$ cat config.mk
export PLATFORM = sky130hd
export DESIGN_NAME = fbd_dev_flat
export DESIGN_NICKNAME = d
export VERILOG_FILES = /design/src/hw/fbd_pkg.sv /design/src/hw/fbd_lbus_if.sv /design/src/hw/fbd_dev.sv /design/src/flat_wrapper.sv
export SDC_FILE = /design/constraint.sdc
export NUM_CORES = 1
export LEC_CHECK = 0
export BUFFER_PORTS_ARGS = -buffer_cell sky130_fd_sc_hd__buf_2
export CAP_MARGIN = 40
export CORE_ASPECT_RATIO = 2
export CORE_MARGIN = 3
export CORE_UTILIZATION = 49
export CTS_BUF_LIST = sky130_fd_sc_hd__clkbuf_4 sky130_fd_sc_hd__clkbuf_8 sky130_fd_sc_hd__clkbuf_16
export CTS_CLUSTER_SIZE = 14
export DETAILED_ROUTE_END_ITERATION = 8
export GPL_ROUTABILITY_DRIVEN = 0
export GPL_TIMING_DRIVEN = 1
export PLACE_DENSITY = 0.8
export SYNTH_ARGS = -nofsm -noshare
export SYNTH_HDL_FRONTEND = slang
export SYNTH_SLANG_ARGS = --single-unit
$ cat constraint.sdc
create_clock -name clk_i -period 2.65 [get_ports clk_i]
set_input_delay 0.53 -clock clk_i [delete_from_list [all_inputs] [get_ports clk_i]]
set_output_delay 0.53 -clock clk_i [all_outputs]
set_load 0.1 [all_outputs]
$ cat src/hw/fbd_pkg.sv
// Shared constants and types for the flash boot decode block and its bus agent.
package fbd_pkg;

  ////////////////////////////////////////////////////////////////////////////
  // Local bus transfer sizes.
  typedef enum logic [1:0] {
    SZ_BYTE = 2'h0,
    SZ_WORD = 2'h1,
    SZ_LONG = 2'h2
  } fbd_size_t;

  ////////////////////////////////////////////////////////////////////////////
  // Address windows, each given by its base and the log2 of its size, then the two lockout register addresses and the vector mask.
  localparam logic [31:0] ONB_BASE    = 32'hFC00_0000;
  localparam int unsigned ONB_BITS    = 23;
  localparam logic [31:0] MOD_BASE    = 32'hFD00_0000;
  localparam int unsigned MOD_BITS    = 24;
  localparam logic [31:0] LEG_BASE    = 32'hFE40_0000;
  localparam logic [31:0] SK0_BASE    = 32'hFE00_0000;
  localparam int unsigned ROM_BITS    = 20;
  localparam logic [31:0] LOCK_STAT   = 32'hFE3A_0006;
  localparam logic [31:0] LOCK_SET    = 32'hFE3A_0007;
  localparam logic [31:0] VEC_MASK    = 32'h000F_FFFF;

  // Erase block sizes as log2 of bytes.
  localparam int unsigned MOD_BLK_BITS = 16;
  localparam int unsigned ONB_BLK_BITS = 18;

  // Byte lane enables of the 32-bit onboard path.
  localparam logic [3:0] LANE_ONE = 4'h1;
  localparam logic [3:0] LANE_LO  = 4'h3;
  localparam logic [3:0] LANE_HI  = 4'hC;
  localparam logic [3:0] LANE_ALL = 4'hF;

  ////////////////////////////////////////////////////////////////////////////
  // Jumper vector layout inside the device.
  localparam int unsigned JP_W     = 5;
  localparam int unsigned JP_WREN  = 0;
  localparam int unsigned JP_FBOOT = 1;
  localparam int unsigned JP_TYPE0 = 2;
  localparam int unsigned JP_TYPE1 = 3;
  localparam int unsigned JP_MOD   = 4;

  ////////////////////////////////////////////////////////////////////////////
  // Timing.
  localparam int unsigned CLK_NS   = 50;
  localparam int unsigned ACC_NS   = 150;
  localparam int unsigned ACC_CYC  = (ACC_NS + CLK_NS - 1) / CLK_NS;
  localparam logic [1:0]  ACC_LOAD = 2'(ACC_CYC - 1);
  localparam int unsigned TMO_US   = 4000;
  localparam int unsigned TMO_CYC  = TMO_US * 1000 / CLK_NS;
  localparam int unsigned TMO_W    = 17;

  ////////////////////////////////////////////////////////////////////////////
  // Agent register offsets (byte addresses) and field positions.
  localparam logic [7:0] REG_CMD   = 8'h00;
  localparam logic [7:0] REG_ADDR  = 8'h04;
  localparam logic [7:0] REG_WDATA = 8'h08;
  localparam logic [7:0] REG_RDATA = 8'h0C;
  localparam logic [7:0] REG_STAT  = 8'h10;
  localparam logic [7:0] REG_BLK   = 8'h14;
  localparam logic [7:0] REG_BADDR = 8'h18;

  localparam int unsigned CMD_GO  = 0;
  localparam int unsigned CMD_WE  = 1;
  localparam int unsigned CMD_SZ  = 2;
  localparam int unsigned CMD_CPU = 4;
  localparam int unsigned CMD_VEC = 5;

  localparam int unsigned ST_BUSY = 0;
  localparam int unsigned ST_DONE = 1;
  localparam int unsigned ST_TMO  = 2;
  localparam int unsigned ST_REF  = 3;

  localparam int unsigned BLK_ONB = 8;

endpackage : fbd_pkg

$ cat src/hw/fbd_lbus_if.sv
// Local bus between the processor-side agent and the flash decode device.
`timescale 1ns/1ps
interface fbd_lbus_if;
  logic        req;
  logic        we;
  logic [1:0]  size;
  logic        cpu_id;
  logic        vec;
  logic [31:0] addr;
  logic [31:0] wdata;
  logic        ack;
  logic [31:0] rdata;

  modport dev (
    input  req, we, size, cpu_id, vec, addr, wdata,
    output ack, rdata
  );

  modport cpu (
    output req, we, size, cpu_id, vec, addr, wdata,
    input  ack, rdata
  );
endinterface : fbd_lbus_if

$ cat src/hw/fbd_dev.sv
// Flash and boot ROM address decode, write gate and lockout device.
`timescale 1ns/1ps
module fbd_dev (
  input  wire logic        clk_i,
  input  wire logic        rst_i,
  fbd_lbus_if.dev          lbus,
  input  wire logic [1:0]  flash_write_boot_jumper_i,
  input  wire logic [1:0]  rom_type_select_jumper_i,
  input  wire logic        module_present_i,
  output logic             module_cs_o,
  output logic             boot_rom_socket_zero_cs_o,
  output logic             boot_rom_socket_one_cs_o,
  output logic             onboard_cs_o,
  output logic             mem_oe_o,
  output logic             mem_we_o,
  output logic [3:0]       mem_lane_o,
  output logic [23:0]      mem_addr_o,
  output logic [31:0]      mem_wdata_o,
  input  wire logic [31:0] mem_rdata_i,
  output logic             lockout_o
);

  ////////////////////////////////////////////////////////////////////////////
  // State.
  typedef enum logic [1:0] {
    DS_IDLE,
    DS_ACC,
    DS_ACK
  } fbd_dst_t;

  typedef struct packed {
    logic [fbd_pkg::JP_W-1:0] s1;
    logic [fbd_pkg::JP_W-1:0] s2;
    logic [fbd_pkg::JP_W-1:0] s3;
    logic [fbd_pkg::JP_W-1:0] jp;
    fbd_dst_t                 st;
    logic [1:0]               cnt;
    logic                     lock;
    logic                     wide;
    logic [31:0]              rdata;
    logic                     mod_cs;
    logic                     sk0_cs;
    logic                     sk1_cs;
    logic                     onb_cs;
    logic                     oe;
    logic                     we;
    logic [3:0]               lane;
    logic [23:0]              maddr;
    logic [31:0]              wdata;
  } fbd_dev_t;

  fbd_dev_t state_ff;
  fbd_dev_t nxt_state;

  ////////////////////////////////////////////////////////////////////////////
  // Helpers.
  function automatic logic in_win(input logic [31:0] a,
                                  input logic [31:0] base,
                                  input int unsigned bits);
    in_win = (a >> bits) == (base >> bits);
  endfunction : in_win

  function automatic logic [3:0] lane_en(input logic [1:0] sz,
                                         input logic [1:0] a);
    case (sz)
      fbd_pkg::SZ_BYTE: lane_en = fbd_pkg::LANE_ONE << a;
      fbd_pkg::SZ_WORD: lane_en = a[1] ? fbd_pkg::LANE_HI : fbd_pkg::LANE_LO;
      default:          lane_en = fbd_pkg::LANE_ALL;
    endcase
  endfunction : lane_en

  ////////////////////////////////////////////////////////////////////////////
  // Next state.
  logic [fbd_pkg::JP_W-1:0] jp_pins;
  logic [31:0]              ea;
  logic [31:0]              vec_base;
  logic                     hit_onb;
  logic                     hit_mod;
  logic                     hit_leg;
  logic                     hit_sk0;
  logic                     hit_stat;
  logic                     hit_set;
  logic                     sock_wr_ok;
  logic                     sk1_flash;
  logic                     held;

  always_comb begin
    jp_pins = {module_present_i, rom_type_select_jumper_i,
               flash_write_boot_jumper_i};
    nxt_state = state_ff;

    // Jumpers are static straps from off-chip; a new value is accepted only
    // once the second and third stages agree, so a bouncing jumper never
    // flips the decode halfway through an access.
    nxt_state.s1 = jp_pins;
    nxt_state.s2 = state_ff.s1;
    nxt_state.s3 = state_ff.s2;
    nxt_state.jp = (~(state_ff.s2 ^ state_ff.s3) & state_ff.s3) |
                   ((state_ff.s2 ^ state_ff.s3) & state_ff.jp);

    // Vector fetches keep only the offset inside a ROM-sized window.
    if (state_ff.jp[fbd_pkg::JP_FBOOT]) begin
      vec_base = fbd_pkg::ONB_BASE;
    end else if (lbus.cpu_id) begin
      vec_base = fbd_pkg::MOD_BASE;
    end else begin
      vec_base = fbd_pkg::SK0_BASE;
    end
    ea = lbus.vec ? (vec_base | (lbus.addr & fbd_pkg::VEC_MASK)) : lbus.addr;

    hit_onb  = in_win(ea, fbd_pkg::ONB_BASE, fbd_pkg::ONB_BITS);
    hit_mod  = in_win(ea, fbd_pkg::MOD_BASE, fbd_pkg::MOD_BITS);
    hit_leg  = in_win(ea, fbd_pkg::LEG_BASE, fbd_pkg::ROM_BITS);
    hit_sk0  = in_win(ea, fbd_pkg::SK0_BASE, fbd_pkg::ROM_BITS);
    hit_stat = ea == fbd_pkg::LOCK_STAT;
    hit_set  = ea == fbd_pkg::LOCK_SET;

    // Socket one holds the module when one is fitted, so its type jumper
    // governs both the module and a plain device in the socket.
    sk1_flash = state_ff.jp[fbd_pkg::JP_TYPE1];
    if (hit_sk0) begin
      sock_wr_ok = state_ff.jp[fbd_pkg::JP_TYPE0] &&
                   state_ff.jp[fbd_pkg::JP_WREN];
    end else if (hit_mod || hit_leg) begin
      sock_wr_ok = sk1_flash && state_ff.jp[fbd_pkg::JP_WREN];
    end else begin
      // The onboard strobe shares the socket zero programming line, so it
      // is only free when socket zero is strapped as plain ROM.
      sock_wr_ok = !state_ff.jp[fbd_pkg::JP_TYPE0];
    end

    held = lbus.cpu_id && state_ff.lock && (hit_mod || hit_leg);

    case (state_ff.st)
      DS_IDLE: begin
        if (lbus.req && !held) begin
          nxt_state.maddr = ea[23:0];
          nxt_state.wdata = lbus.wdata;
          nxt_state.cnt   = fbd_pkg::ACC_LOAD;
          nxt_state.rdata = '0;
          nxt_state.wide  = hit_onb;
          if (hit_onb || hit_mod || hit_leg || hit_sk0) begin
            nxt_state.st     = DS_ACC;
            nxt_state.onb_cs = hit_onb;
            nxt_state.mod_cs = hit_mod &&
                               state_ff.jp[fbd_pkg::JP_MOD];
            nxt_state.sk1_cs = hit_leg || (hit_mod &&
                               !state_ff.jp[fbd_pkg::JP_MOD]);
            nxt_state.sk0_cs = hit_sk0;
            nxt_state.we     = lbus.we && sock_wr_ok;
            nxt_state.oe     = !lbus.we;
            nxt_state.lane   = hit_onb ? lane_en(lbus.size, ea[1:0])
                                       : fbd_pkg::LANE_ONE;
          end else begin
            nxt_state.st = DS_ACK;
            if (hit_set && lbus.we) begin
              nxt_state.lock = 1'b1;
            end
            if (hit_stat && !lbus.we) begin
              nxt_state.rdata = {31'h0000_0000, !state_ff.lock};
            end
          end
        end
      end
      DS_ACC: begin
        if (state_ff.cnt == '0) begin
          nxt_state.rdata  = state_ff.wide ? mem_rdata_i
                             : {24'h00_0000, mem_rdata_i[7:0]};
          nxt_state.onb_cs = 1'b0;
          nxt_state.mod_cs = 1'b0;
          nxt_state.sk0_cs = 1'b0;
          nxt_state.sk1_cs = 1'b0;
          nxt_state.we     = 1'b0;
          nxt_state.oe     = 1'b0;
          nxt_state.st     = DS_ACK;
        end else begin
          nxt_state.cnt = state_ff.cnt - 2'h1;
        end
      end
      DS_ACK: begin
        nxt_state.st = DS_IDLE;
      end
      default: begin
        nxt_state.st = DS_IDLE;
      end
    endcase
  end

  ////////////////////////////////////////////////////////////////////////////
  // Register. Reset clears the lockout and disables every strobe.
  always_ff @(posedge clk_i) begin
    if (rst_i) begin
      state_ff <= '0;
    end else begin
      state_ff <= nxt_state;
    end
  end

  ////////////////////////////////////////////////////////////////////////////
  // Outputs.
  assign lbus.ack                  = state_ff.st == DS_ACK;
  assign lbus.rdata                = state_ff.rdata;
  assign module_cs_o               = state_ff.mod_cs;
  assign boot_rom_socket_zero_cs_o = state_ff.sk0_cs;
  assign boot_rom_socket_one_cs_o  = state_ff.sk1_cs;
  assign onboard_cs_o              = state_ff.onb_cs;
  assign mem_oe_o                  = state_ff.oe;
  assign mem_we_o                  = state_ff.we;
  assign mem_lane_o                = state_ff.lane;
  assign mem_addr_o                = state_ff.maddr;
  assign mem_wdata_o               = state_ff.wdata;
  assign lockout_o                 = state_ff.lock;

endmodule : fbd_dev

$ cat src/flat_wrapper.sv
// flat-port wrapper written by rule: the top's interface ports become plain ports
module fbd_dev_flat 
  (clk_i, rst_i, flash_write_boot_jumper_i, rom_type_select_jumper_i, module_present_i, module_cs_o, boot_rom_socket_zero_cs_o, boot_rom_socket_one_cs_o, onboard_cs_o, mem_oe_o, mem_we_o, mem_lane_o, mem_addr_o, mem_wdata_o, mem_rdata_i, lockout_o, lbus_req, lbus_we, lbus_size, lbus_cpu_id, lbus_vec, lbus_addr, lbus_wdata, lbus_ack, lbus_rdata);
  fbd_lbus_if lbus_i ();
  input  wire logic clk_i;
  input  wire logic rst_i;
  input  wire logic [1:0] flash_write_boot_jumper_i;
  input  wire logic [1:0] rom_type_select_jumper_i;
  input  wire logic module_present_i;
  output logic module_cs_o;
  output logic boot_rom_socket_zero_cs_o;
  output logic boot_rom_socket_one_cs_o;
  output logic onboard_cs_o;
  output logic mem_oe_o;
  output logic mem_we_o;
  output logic [3:0] mem_lane_o;
  output logic [23:0] mem_addr_o;
  output logic [31:0] mem_wdata_o;
  input  wire logic [31:0] mem_rdata_i;
  output logic lockout_o;
  input wire logic [$bits(lbus_i.req)-1:0] lbus_req;
  input wire logic [$bits(lbus_i.we)-1:0] lbus_we;
  input wire logic [$bits(lbus_i.size)-1:0] lbus_size;
  input wire logic [$bits(lbus_i.cpu_id)-1:0] lbus_cpu_id;
  input wire logic [$bits(lbus_i.vec)-1:0] lbus_vec;
  input wire logic [$bits(lbus_i.addr)-1:0] lbus_addr;
  input wire logic [$bits(lbus_i.wdata)-1:0] lbus_wdata;
  output wire logic [$bits(lbus_i.ack)-1:0] lbus_ack;
  output wire logic [$bits(lbus_i.rdata)-1:0] lbus_rdata;
  assign lbus_i.req = lbus_req;
  assign lbus_i.we = lbus_we;
  assign lbus_i.size = lbus_size;
  assign lbus_i.cpu_id = lbus_cpu_id;
  assign lbus_i.vec = lbus_vec;
  assign lbus_i.addr = lbus_addr;
  assign lbus_i.wdata = lbus_wdata;
  assign lbus_ack = lbus_i.ack;
  assign lbus_rdata = lbus_i.rdata;
  fbd_dev u_core (.clk_i(clk_i), .rst_i(rst_i), .lbus(lbus_i), .flash_write_boot_jumper_i(flash_write_boot_jumper_i), .rom_type_select_jumper_i(rom_type_select_jumper_i), .module_present_i(module_present_i), .module_cs_o(module_cs_o), .boot_rom_socket_zero_cs_o(boot_rom_socket_zero_cs_o), .boot_rom_socket_one_cs_o(boot_rom_socket_one_cs_o), .onboard_cs_o(onboard_cs_o), .mem_oe_o(mem_oe_o), .mem_we_o(mem_we_o), .mem_lane_o(mem_lane_o), .mem_addr_o(mem_addr_o), .mem_wdata_o(mem_wdata_o), .mem_rdata_i(mem_rdata_i), .lockout_o(lockout_o));
endmodule
# Word-level counts from Yosys, hierarchy flattened
# Cells that the tools add are included.
# Widths: inputs -> output; s select.
word_totals:
  latchBits: 0
  ram_bits: 0
  output_inout_bits: 100
  word_cells: 93
  register_bits: 124
  memories: 0
  rom_bits: 0
classes:
  bitwise: 7
  mux: 22
  reduce_logical: 31
  div: 0
  n_mul: 0
  order_cmp: 0
  eq_ne: 13
  shifts: 1
  n_addsub: 1
op_table:
  columns: ["op", "n"]
  rows:
  - ["$mux 104", 1]
  - ["$pmux 38 s2", 1]
  - ["$eq 32x32->1 const B", 2]
  - ["$mux 32", 2]
  - ["$mux 26", 2]
  - ["$mux 38", 1]
  - ["$or 32x20->32", 1]
  - ["$eq 12x12->1 const B", 2]
  - ["$and 5x5->5", 2]
  - ["$logic_and 1x1->1", 10]
  - ["$mux 10", 1]
  - ["$eq 9x9->1 const B", 1]
  - ["$reduce_and 3->1", 3]
  - ["$eq 8x8->1 const B", 1]
  - ["$mux 4", 2]
  - ["$pmux 2 s2", 2]
  - ["$pmux 4 s2", 1]
  - ["$reduce_and 4->1", 2]
  - ["$logic_not 2->1", 3]
  - ["$mux 1", 6]
  - ["$mux 2", 3]
  - ["$ne 2x1->1 const B", 3]
  - ["$logic_not 1->1", 5]
  - ["$logic_or 1x1->1", 5]
  - ["other kinds (11)", 13]

# Logic depth before layout (Yosys ltp)
# Gate-level depths: netlist of run 1.
logic_depth:
  word_depth: 12
  depth_mapped: 9
  mapped_depth_nobuf: 6

# Worst setup path before layout of run 1
# OpenSTA, ideal clock, no wires.
synth_timing:
  path_kind: "reg-to-output"
  from: "register u_core.state_ff[103] (netlist bit)"
  to: "output lbus_ack"
  t_required_ps: 2120
  setup_slack_ps: 361
  path_buffers: 0
  arrival_time_ps: 1759
  stages_incl_launch_ff: 2
  cell_sequence: "dfxtp_1 > nor2b_1"
synth_via:
  elab_chain_len: 1
synth_rtl:
  columns: ["element", "line", "text"]
  rows:
  - ["start: declaration", "fbd_dev.sv:52", "fbd_dev_t state_ff;"]
  - ["start signal: assignment", "fbd_dev.sv:195", "state_ff <= nxt_state;"]
  - ["$eq 2x2->1", "fbd_dev.sv:201", "assign lbus.ack = state_ff.st == DS_ACK;"]
  - ["end: declaration", "flat_wrapper.sv:28", "output wire logic [$bits(lbus_i.ack)-1:0] lbus_ack;"]
# Every way passes these cells.

# Final worst setup path of run 1
# Same ends and word-level chain as after synthesis.

==> results.py, run 1 <==
metrics = {
    "outcome": {
        "status": "finished clean",
    },
    "placement": {
        "port-buffer-count": 208,
        "place_inst": 899,
        "dp_hpwl_um": 10020,
    },
    "global_route": {
        "grt_max_degree": 43,
        "grt_pass1_vias": 4385,
        "top_usage_layer": "met2",
        "overflow": 0,
        "grt_use_total_pct": 21.06,
        "gr-usage-met1_pct": 21.16,
        "grt_pass1_wl_um": 20530,
        "use_met3_pct": 4.740,
        "antenna_found_initial": 0,
        "use_met2_pct": 38.76,
    },
    "timing": {
        "tightest_slew_ns": 0.5818,
        "fin_crit_ns": 1.954,
        "finalHoldViolCount": 0,
        "relSlewSlack_pct": 60.92,
        "setup_viol": 0,
        "final_max_slew_viol_count": 0,
        "rsz0062_at_grt": "false",
        "timing.final.crit_share_pct": 73.74,
        "clock_skew_ns": 0.006364,
        "setup-tns-final_ns": 0,
        "max_clock_freq_ghz": 0.5117,
    },
    "cts": {
        "cts_tree": "done",
        "clk_latency_ns": 0.39,
        "clockBufferDepth": 2,
        "cts_buffers": 17,
        "postCtsSetupBuffers": 0,
        "cts-root-buf": "clkbuf_16",
        "cts_sinks": 124,
        "postCtsHoldBufs": 0,
        "clk_pin_slew_ns": 0.06,
        "cts_max_level": 4,
        "cts_resized": 0,
    },
    "synth": {
        "synth_edf_count": 0,
        "synth-simple-area-share_pct": 22.73,
        "muxShareOfSynthArea_pct": 0.5472,
        "yosys_warnings": 0,
        "syn_nets": 777,
        "synth_fa_ha_area_share_pct": 0.2280,
        "netlist_instances": 667,
        "async_flop_share_pct": 0,
        "synth_compound_area_share_pct": 14.66,
        "ys.flop_type": "dfxtp_1",
        "synth_cell_type_count": 47,
        "synth_xor_area_share_pct": 0,
        "ys_seq_area_share_pct": 45.23,
        "ys_ff_latch": 124,
        "avgSynthCellArea_um2": 8.228,
        "netlist_area_um2": 5488,
        "synth_top_family_by_area": "simple AND/OR/NAND/NOR gates",
    },
    "setup_path": {
        "required_ns": 2.12,
        "crit_slowest_cell": "buf_2",
        "path_class": "flip-flop to output pin",
        "max_stage_delay_ns": 0.44,
        "end_kind": "output pin",
        "crit_family": "buffers and inverters",
        "crit_path_max_fanout": 7,
        "crit_buf_inv": 1,
        "path_cells": "nor2b_1 > buf_2",
        "start_kind": "flip-flop",
        "cp.arrival_ns": 1.42,
    },
    "power": {
        "power_leakage_uw": 0.002963,
        "vdd_ir_drop_max_uv": 620.1,
        "power.share.combinational_pct": 17.9,
        "power.internal_uw": 3878,
        "clockPowerShare_pct": 45.9,
        "power_density_nw_per_um2": 824.8,
        "netSwitchingFraction_pct": 29.16,
        "seqPwrFrac_pct": 36.2,
        "power.switching_uw": 1596,
        "p_total_uw": 5475,
    },
    "floorplanning": {
        "dieHeight_um": 155.7,
        "initial_utilization_pct": 50.14,
        "core-area_um2": 10950,
        "rows": 54,
        "io_pins": 209,
        "die_w_um": 80.83,
        "die_area_um2": 12580,
    },
    "drt": {
        "via_count": 4631,
        "dr.pass1.iters": 5,
        "viasPerCell": 4.974,
        "wl_per_cell_um": 14.52,
        "ant_nets": 0,
        "wl_um": 13520,
        "drc": 0,
        "drt-initial-drc-count": 208,
    },
    "finish": {
        "area_growth_pct": 20.95,
        "nNetsFinal": 888,
        "fin_cells": 931,
        "drive_above_1_share_pct": 33.88,
        "antennaDiodeCount": 0,
    },
    "flow_run": {
        "cap_viol_max_count": 0,
    },
    "min_path": {
        "holdCritPathClass": "input pin to flip-flop",
    },
}
## layer usage
metal,wire [µm],vias up
met5,0,-
met3,654,34
met4,512,0
li1,-,2350
met2,7492,138
met1,4856,2109
## flip-flops by register name, summed over array words and instances, names as in the netlist, named ones only
name                              cells
u_core.lbus.rdata                    32
u_core.mem_wdata_o                   32
u_core.mem_addr_o                    24
u_core.nxt_state                     10
u_core.state_ff                      10
u_core.mem_lane_o                     4
u_core.boot_rom_socket_one_cs_o       1
u_core.boot_rom_socket_zero_cs_o      1
u_core.lockout_o                      1
u_core.mem_oe_o                       1
u_core.mem_we_o                       1
u_core.module_cs_o                    1
u_core.onboard_cs_o                   1
## through the flow
step | hold WS (ns) | utilization [%] | setup WS (ns) | instance area, µm²
after floorplan | 0.4138 | - | 0.3615 | 5488
after global placement | 0.4176 | 54.62 | 0.3613 | 5978
after detailed placement | 0.4337 | 54.62 | 0.3408 | 5978
after CTS | 0.3235 | 60.64 | 0.6705 | 6638
after global routing | 0.3353 | 60.64 | 0.6164 | 6638
final | 0.3418 | 60.64 | 0.6958 | 6638
## synthesized netlist by cell type, types with 3 or more instances
cell type | n | area [µm²]
o21ai_0 | 14 | 70.07
clkbuf_1 | 19 | 71.32
nand2_1 | 151 | 566.8
nor3_1 | 5 | 25.02
nand2b_1 | 6 | 37.54
mux2i_1 | 3 | 30.03
nor4b_1 | 3 | 26.28
inv_1 | 6 | 22.52
a31oi_1 | 3 | 18.77
dfxtp_1 | 124 | 2482
nor2_1 | 14 | 52.55
o21ai_1 | 3 | 15.01
nor2b_1 | 18 | 112.6
nand3b_1 | 8 | 60.06
and2_1 | 3 | 18.77
a21oi_1 | 107 | 535.5
nand3_1 | 34 | 170.2
buf_4 | 102 | 765.7
buf_2 | 8 | 40.04
nand4b_1 | 3 | 26.28
## power groups by stage
stage | combinational, µW | clock, µW | sequential [µW]
global route | 1040 | 2650 | 1990
global placement | 978 | 0 | 2020
finish | 981 | 2510 | 1980
CTS | 986 | 2570 | 1980
detailed placement | 984 | 0 | 2020
floorplan | 823 | 0 | 2030
## placed cells by master (no fill, tap or decap), types with 3 or more instances in the layout
| cell type | n |
|---|---|
| a21oi_1 | 107 |
| a31oi_1 | 3 |
| and2_1 | 3 |
| buf_12 | 4 |
| buf_2 | 207 |
| buf_4 | 11 |
| bufinv_16 | 4 |
| clkbuf_16 | 17 |
| clkbuf_8 | 5 |
| dfxtp_1 | 124 |
| inv_1 | 6 |
| mux2i_1 | 3 |
| nand2_1 | 151 |
| nand2b_1 | 6 |
| nand3_1 | 33 |
| nand3b_1 | 8 |
| nand4b_1 | 3 |
| nor2_1 | 14 |
| nor2b_1 | 18 |
| nor3_1 | 5 |
| nor4b_1 | 3 |
| o21ai_0 | 14 |
| o21ai_1 | 3 |
## worst register-to-register path, delay by kind of cell (launching register included)
family | cells | cell delay (ns)
AOI/OAI and AO/OA | 3 | 0.66
and+or+nand+nor | 3 | 0.45
DFF | 1 | 0.40
buffers and inverters | 1 | 0.30
## cell families (layout without fill, tap and decap cells)
kind of cell | count (synthesis) | after routing
AOI/OAI and AO/OA | 142 | 142
muxes | 3 | 3
buffers and inverters | 136 | 260
DFF | 124 | 124
adders and majority gates | 1 | 1
and+or+nand+nor | 261 | 261
## final cells by class
type                       instances  area [µm²]
multi-input combinational        407        2100
timing repair buffer             222        1199
clock buffer                      23       501.7
fill                            1008        4308
inverter                           6       22.52
clock inverter                     9       157.7
sequential                       124        2482
tap                              140       175.2
## final timing paths
check,slack (ns),start,cells after the start,end
hold reg to reg,0.44,u_core.nxt_state[117],1,u_core.nxt_state[112]
setup / recovery,0.70,u_core.state_ff[103],2,lbus_ack
setup reg to reg,0.76,flip-flop,7,u_core.mem_wdata_o[5]
hold / removal,0.34,module_present_i,2,u_core.nxt_state[118]
Note: power is estimated with default switching activity, not from simulation.
==> run 2: changes to the inputs <==
==> constraint.sdc (replaced) <==
create_clock -name clk_i -period 1.99 [get_ports clk_i]
set_input_delay 0.398 -clock clk_i [delete_from_list [all_inputs] [get_ports clk_i]]
set_output_delay 0.398 -clock clk_i [all_outputs]
set_load 0.1 [all_outputs]
==> run 2 against run 1 <==
  * Hold slack got worse by 0.13 ns
  * Sequential cell count stayed put
  * Routed wire length is 2.3% higher
  * Power increased by 30%
  * Via count is 3.6% higher
  * Final cell count up 2.1%
  * Largest cell class unchanged
==> results.py, run 2 (synthesized netlist as in run 1, its figures left out) <==
metrics = {
    "setup_path": {
        "crit_path_max_fanout": 16,
        "start_kind": "flip-flop",
        "path_class": "flip-flop to flip-flop",
        "max_stage_delay_ns": 0.41,
        "cp.arrival_ns": 2.20,
        "r2r_slack_ns": 0.12,
        "crit_buf_inv": 2,
        "crit_family": "compound AO/OA/AOI/OAI gates",
        "required_ns": 2.31,
        "crit_slowest_cell": "dfxtp_1",
        "end_kind": "flip-flop",
        "path_cells": "nor2b_4 > a21o_1 > o211a_4 > buf_12 > nor2_4 > buf_4 > nand2_1 > a21oi_1",
    },
    "timing": {
        "setup-tns-final_ns": 0,
        "fin_crit_ns": 1.874,
        "finalHoldViolCount": 0,
        "setup_viol": 0,
        "timing.final.crit_share_pct": 94.16,
        "clock_skew_ns": 0.01012,
        "tightest_slew_ns": 0.5080,
        "final_max_slew_viol_count": 0,
        "rsz0062_at_grt": "false",
        "max_clock_freq_ghz": 0.5337,
        "relSlewSlack_pct": 66.37,
    },
    "floorplanning": {
        "initial_utilization_pct": 50.14,
        "rows": 54,
        "die_area_um2": 12580,
        "die_w_um": 80.83,
        "core-area_um2": 10950,
        "io_pins": 209,
        "dieHeight_um": 155.7,
    },
    "cts": {
        "clk_latency_ns": 0.40,
        "cts_max_level": 4,
        "clockBufferDepth": 2,
        "cts_resized": 0,
        "postCtsHoldBufs": 0,
        "cts_sinks": 124,
        "cts_tree": "done",
        "cts-root-buf": "clkbuf_16",
        "clk_pin_slew_ns": 0.05,
        "postCtsSetupBuffers": 0,
        "cts_buffers": 17,
    },
    "flow_run": {
        "cap_viol_max_count": 0,
    },
    "global_route": {
        "overflow": 0,
        "grt_use_total_pct": 21.90,
        "grt_pass1_vias": 4534,
        "grt_pass1_wl_um": 21340,
        "antenna_found_initial": 0,
        "grt_max_degree": 44,
    },
    "drt": {
        "wl_per_cell_um": 14.53,
        "drt-initial-drc-count": 202,
        "drc": 0,
        "wl_um": 13820,
        "ant_nets": 0,
        "dr.pass1.iters": 6,
        "viasPerCell": 5.043,
        "via_count": 4796,
    },
    "finish": {
        "nNetsFinal": 909,
        "area_growth_pct": 24.01,
        "antennaDiodeCount": 0,
        "mostFrequentLayoutCells": "buf_2 (207), nand2_1 (151), dfxtp_1 (123), a21oi_1 (107), nand3_1 (33)",
        "drive_above_1_share_pct": 35.76,
        "postLayoutCoreUtil_pct": 62.17,
        "final_common_cell": "buf_2",
        "fillers": 1003,
    },
    "outcome": {
        "status": "finished clean",
    },
    "power": {
        "vdd_ir_drop_max_uv": 707.2,
        "p_total_uw": 7115,
        "power_density_nw_per_um2": 1046,
        "power_leakage_uw": 0.003066,
    },
    "placement": {
        "port-buffer-count": 208,
        "dp_hpwl_um": 10340,
    },
    "min_path": {
        "holdCritPathClass": "input pin to flip-flop",
    },
}
run 2: power breakdown:
group	leakage [µW]	switching, µW	internal [µW]
registers	0.00101	50.1	2590
clock network	0.000295	1080	2040
logic	0.00176	1020	339
total	0.00307	2150	4970
run 2: metrics by stage:
stage          area (µm²)  cells  hold slack [ns]  worst slack, ns
2_1_floorplan        5492    667           0.4138           0.1299
3_3_place_gp         6202    920           0.4170          -0.1100
3_5_place_dp         6202    920           0.4283          -0.1165
4_1_cts              6805    951           0.1957           0.1178
5_1_grt              6805    951           0.2139          0.02231
6_report             6805    951           0.2088           0.1161
run 2: final timing paths:
check / cells after the start / end / from
max: 8 / u_core.mem_wdata_o[30] / flip-flop
min: 2 / u_core.nxt_state[117] / rom_type_select_jumper_i[1]
max reg2reg: 8 / u_core.mem_wdata_o[30] / flip-flop
min reg2reg: 1 / u_core.nxt_state[111] / u_core.nxt_state[116]
run 2: layout make-up:
class / count / area [µm²] / area share, %
tap: 140 / 175.2 / 2.574
clock buffer: 20 / 460.4 / 6.766
timing repair buffer: 243 / 1419 / 20.85
multi-input combinational: 407 / 2102 / 30.89
clock inverter: 11 / 142.6 / 2.096
sequential: 124 / 2484 / 36.50
inverter: 6 / 22.52 / 0.3309
run 2: routing by layer:
layer  global-route usage (%)  share of wire [%]  vias up
li1                         -                  -     2391
met1                    22.39                 36     2227
met2                    40.56                 56      146
met3                    5.376                4.8       32
met4                    9.750                3.3        0
met5                        0                  0        -
==> run 3: changes to the inputs <==
--- a/config.mk
+++ b/config.mk
@@ -16,6 +16,7 @@
 export GPL_ROUTABILITY_DRIVEN = 0
 export GPL_TIMING_DRIVEN = 1
 export PLACE_DENSITY = 0.8
+export REMOVE_ABC_BUFFERS = 1
 export SYNTH_ARGS = -nofsm -noshare
 export SYNTH_HDL_FRONTEND = slang
 export SYNTH_SLANG_ARGS = --single-unit
==> run 3 against run 2 <==
  * Sequential cell count is the same
  * Sequential power is essentially flat
  * Final cell count grew 0.42%
  * Register-to-register slack gained 0.04 ns
  * Sequential share of layout area shrank 0.11 points
  * Routed wire length shrank 1.8%
  * Final area grew 0.26%
  * Die area is the same
  * Critical path type is now flip-flop to output pin
  * Critical endpoint is now lbus_ack
==> results.py, run 3 (synthesized netlist as in run 1, its figures left out) <==
metrics = {
    "setup_path": {
        "path_class": "flip-flop to output pin",
        "start_kind": "flip-flop",
        "cp.arrival_ns": 1.45,
        "required_ns": 1.59,
        "max_stage_delay_ns": 0.44,
        "crit_buf_inv": 1,
        "crit_path_max_fanout": 7,
        "path_cells": "nor2b_1 > buf_2",
        "crit_family": "flip-flops",
        "end_kind": "output pin",
        "crit_slowest_cell": "dfxtp_1",
    },
    "timing": {
        "relSlewSlack_pct": 66.22,
        "timing.final.crit_share_pct": 92.86,
        "tightest_slew_ns": 0.5102,
        "finalHoldViolCount": 0,
        "setup_ws_ns": 0.1420,
        "fin_crit_ns": 1.848,
        "setup_viol": 0,
        "clock_skew_ns": 0.006615,
        "rsz0062_at_grt": "false",
        "final_max_slew_viol_count": 0,
        "max_clock_freq_ghz": 0.5411,
    },
    "cts": {
        "clk_latency_ns": 0.41,
        "cts_max_level": 4,
        "cts_buffers": 17,
        "clk_pin_slew_ns": 0.05,
        "postCtsHoldBufs": 0,
        "cts_resized": 0,
        "clockBufferDepth": 2,
        "cts_sinks": 124,
        "cts-root-buf": "clkbuf_16",
        "cts_tree": "done",
        "postCtsSetupBuffers": 0,
    },
    "global_route": {
        "grt_use_total_pct": 21.67,
        "grt_pass1_vias": 4642,
        "antenna_found_initial": 1,
        "grt_pass1_wl_um": 21440,
        "overflow": 0,
        "grt_max_degree": 40,
    },
    "placement": {
        "place_inst": 923,
        "post-place-ws_ns": -0.09269,
        "port-buffer-count": 208,
        "place_area_um2": 6171,
        "dp_hpwl_um": 10100,
    },
    "drt": {
        "viasPerCell": 5.049,
        "wl_per_cell_um": 14.22,
        "drc": 0,
        "via_count": 4822,
        "ant_nets": 0,
        "dr.pass1.iters": 4,
        "wl_um": 13580,
        "drt-initial-drc-count": 235,
    },
    "finish": {
        "postLayoutCoreUtil_pct": 62.33,
        "drive_above_1_share_pct": 35.83,
        "nNetsFinal": 912,
        "area_growth_pct": 24.33,
        "antennaDiodeCount": 0,
        "final_common_cell": "buf_2",
        "fillers": 977,
        "mostFrequentLayoutCells": "buf_2 (207), nand2_1 (151), dfxtp_1 (124), a21oi_1 (107), buf_4 (34)",
        "fin_cells": 955,
        "final_area_um2": 6823,
    },
    "power": {
        "power_leakage_uw": 0.003080,
        "vdd_ir_drop_max_uv": 655.6,
        "power_density_nw_per_um2": 1077,
    },
    "floorplanning": {
        "core-area_um2": 10950,
        "die_w_um": 80.83,
        "initial_utilization_pct": 50.14,
        "rows": 54,
        "io_pins": 209,
        "die_area_um2": 12580,
        "dieHeight_um": 155.7,
    },
    "min_path": {
        "holdCritPathClass": "input pin to flip-flop",
    },
    "outcome": {
        "status": "finished clean",
    },
    "flow_run": {
        "cap_viol_max_count": 0,
    },
}
## run 3: layout make-up
cell class / instances / area, µm² / area share (%)
Sequential cell: 124 / 2482 / 36.38
Multi-Input combinational cell: 407 / 2100 / 30.77
Timing Repair Buffer: 246 / 1391 / 20.39
Clock buffer: 18 / 432.9 / 6.345
Clock inverter: 14 / 219.0 / 3.209
Tap cell: 140 / 175.2 / 2.567
Inverter: 6 / 22.52 / 0.3301
## run 3: final timing paths
| kind | endpoint | cells after the start | start | slack [ns] |
|---|---|---|---|---|
| worst max-delay path | lbus_ack | 2 | u_core.state_ff[103] | 0.14 |
| worst min-delay path | u_core.nxt_state[117] | 2 | rom_type_select_jumper_i[1] | 0.20 |
| worst min register to register | u_core.nxt_state[113] | 1 | u_core.nxt_state[118] | 0.44 |
| worst max register to register | u_core.boot_rom_socket_one_cs_o | 7 | flip-flop | 0.16 |
## run 3: layer usage
layer	wire [µm]	GRT usage (%)
met5	20	0
met4	354	9.186
met3	1090	6.763
met2	7261	39.54
met1	4851	22.01
## run 3: power breakdown
| group | switching [µW] | total [µW] | internal, µW |
|---|---|---|---|
| Sequential | 49.6 | 2640 | 2590 |
| Clock | 1120 | 3360 | 2240 |
| Combinational | 1020 | 1350 | 332 |
## run 3: through the flow
stage,TNS (ns),hold WS (ns),total power (µW)
2_1_floorplan,-66.81,0.4138,3597
3_3_place_gp,-0.1200,0.4166,4032
3_5_place_dp,-2.204,0.4223,4046
4_1_cts,0,0.1908,7426
5_1_grt,0,0.2066,7618
6_report,0,0.2045,7347
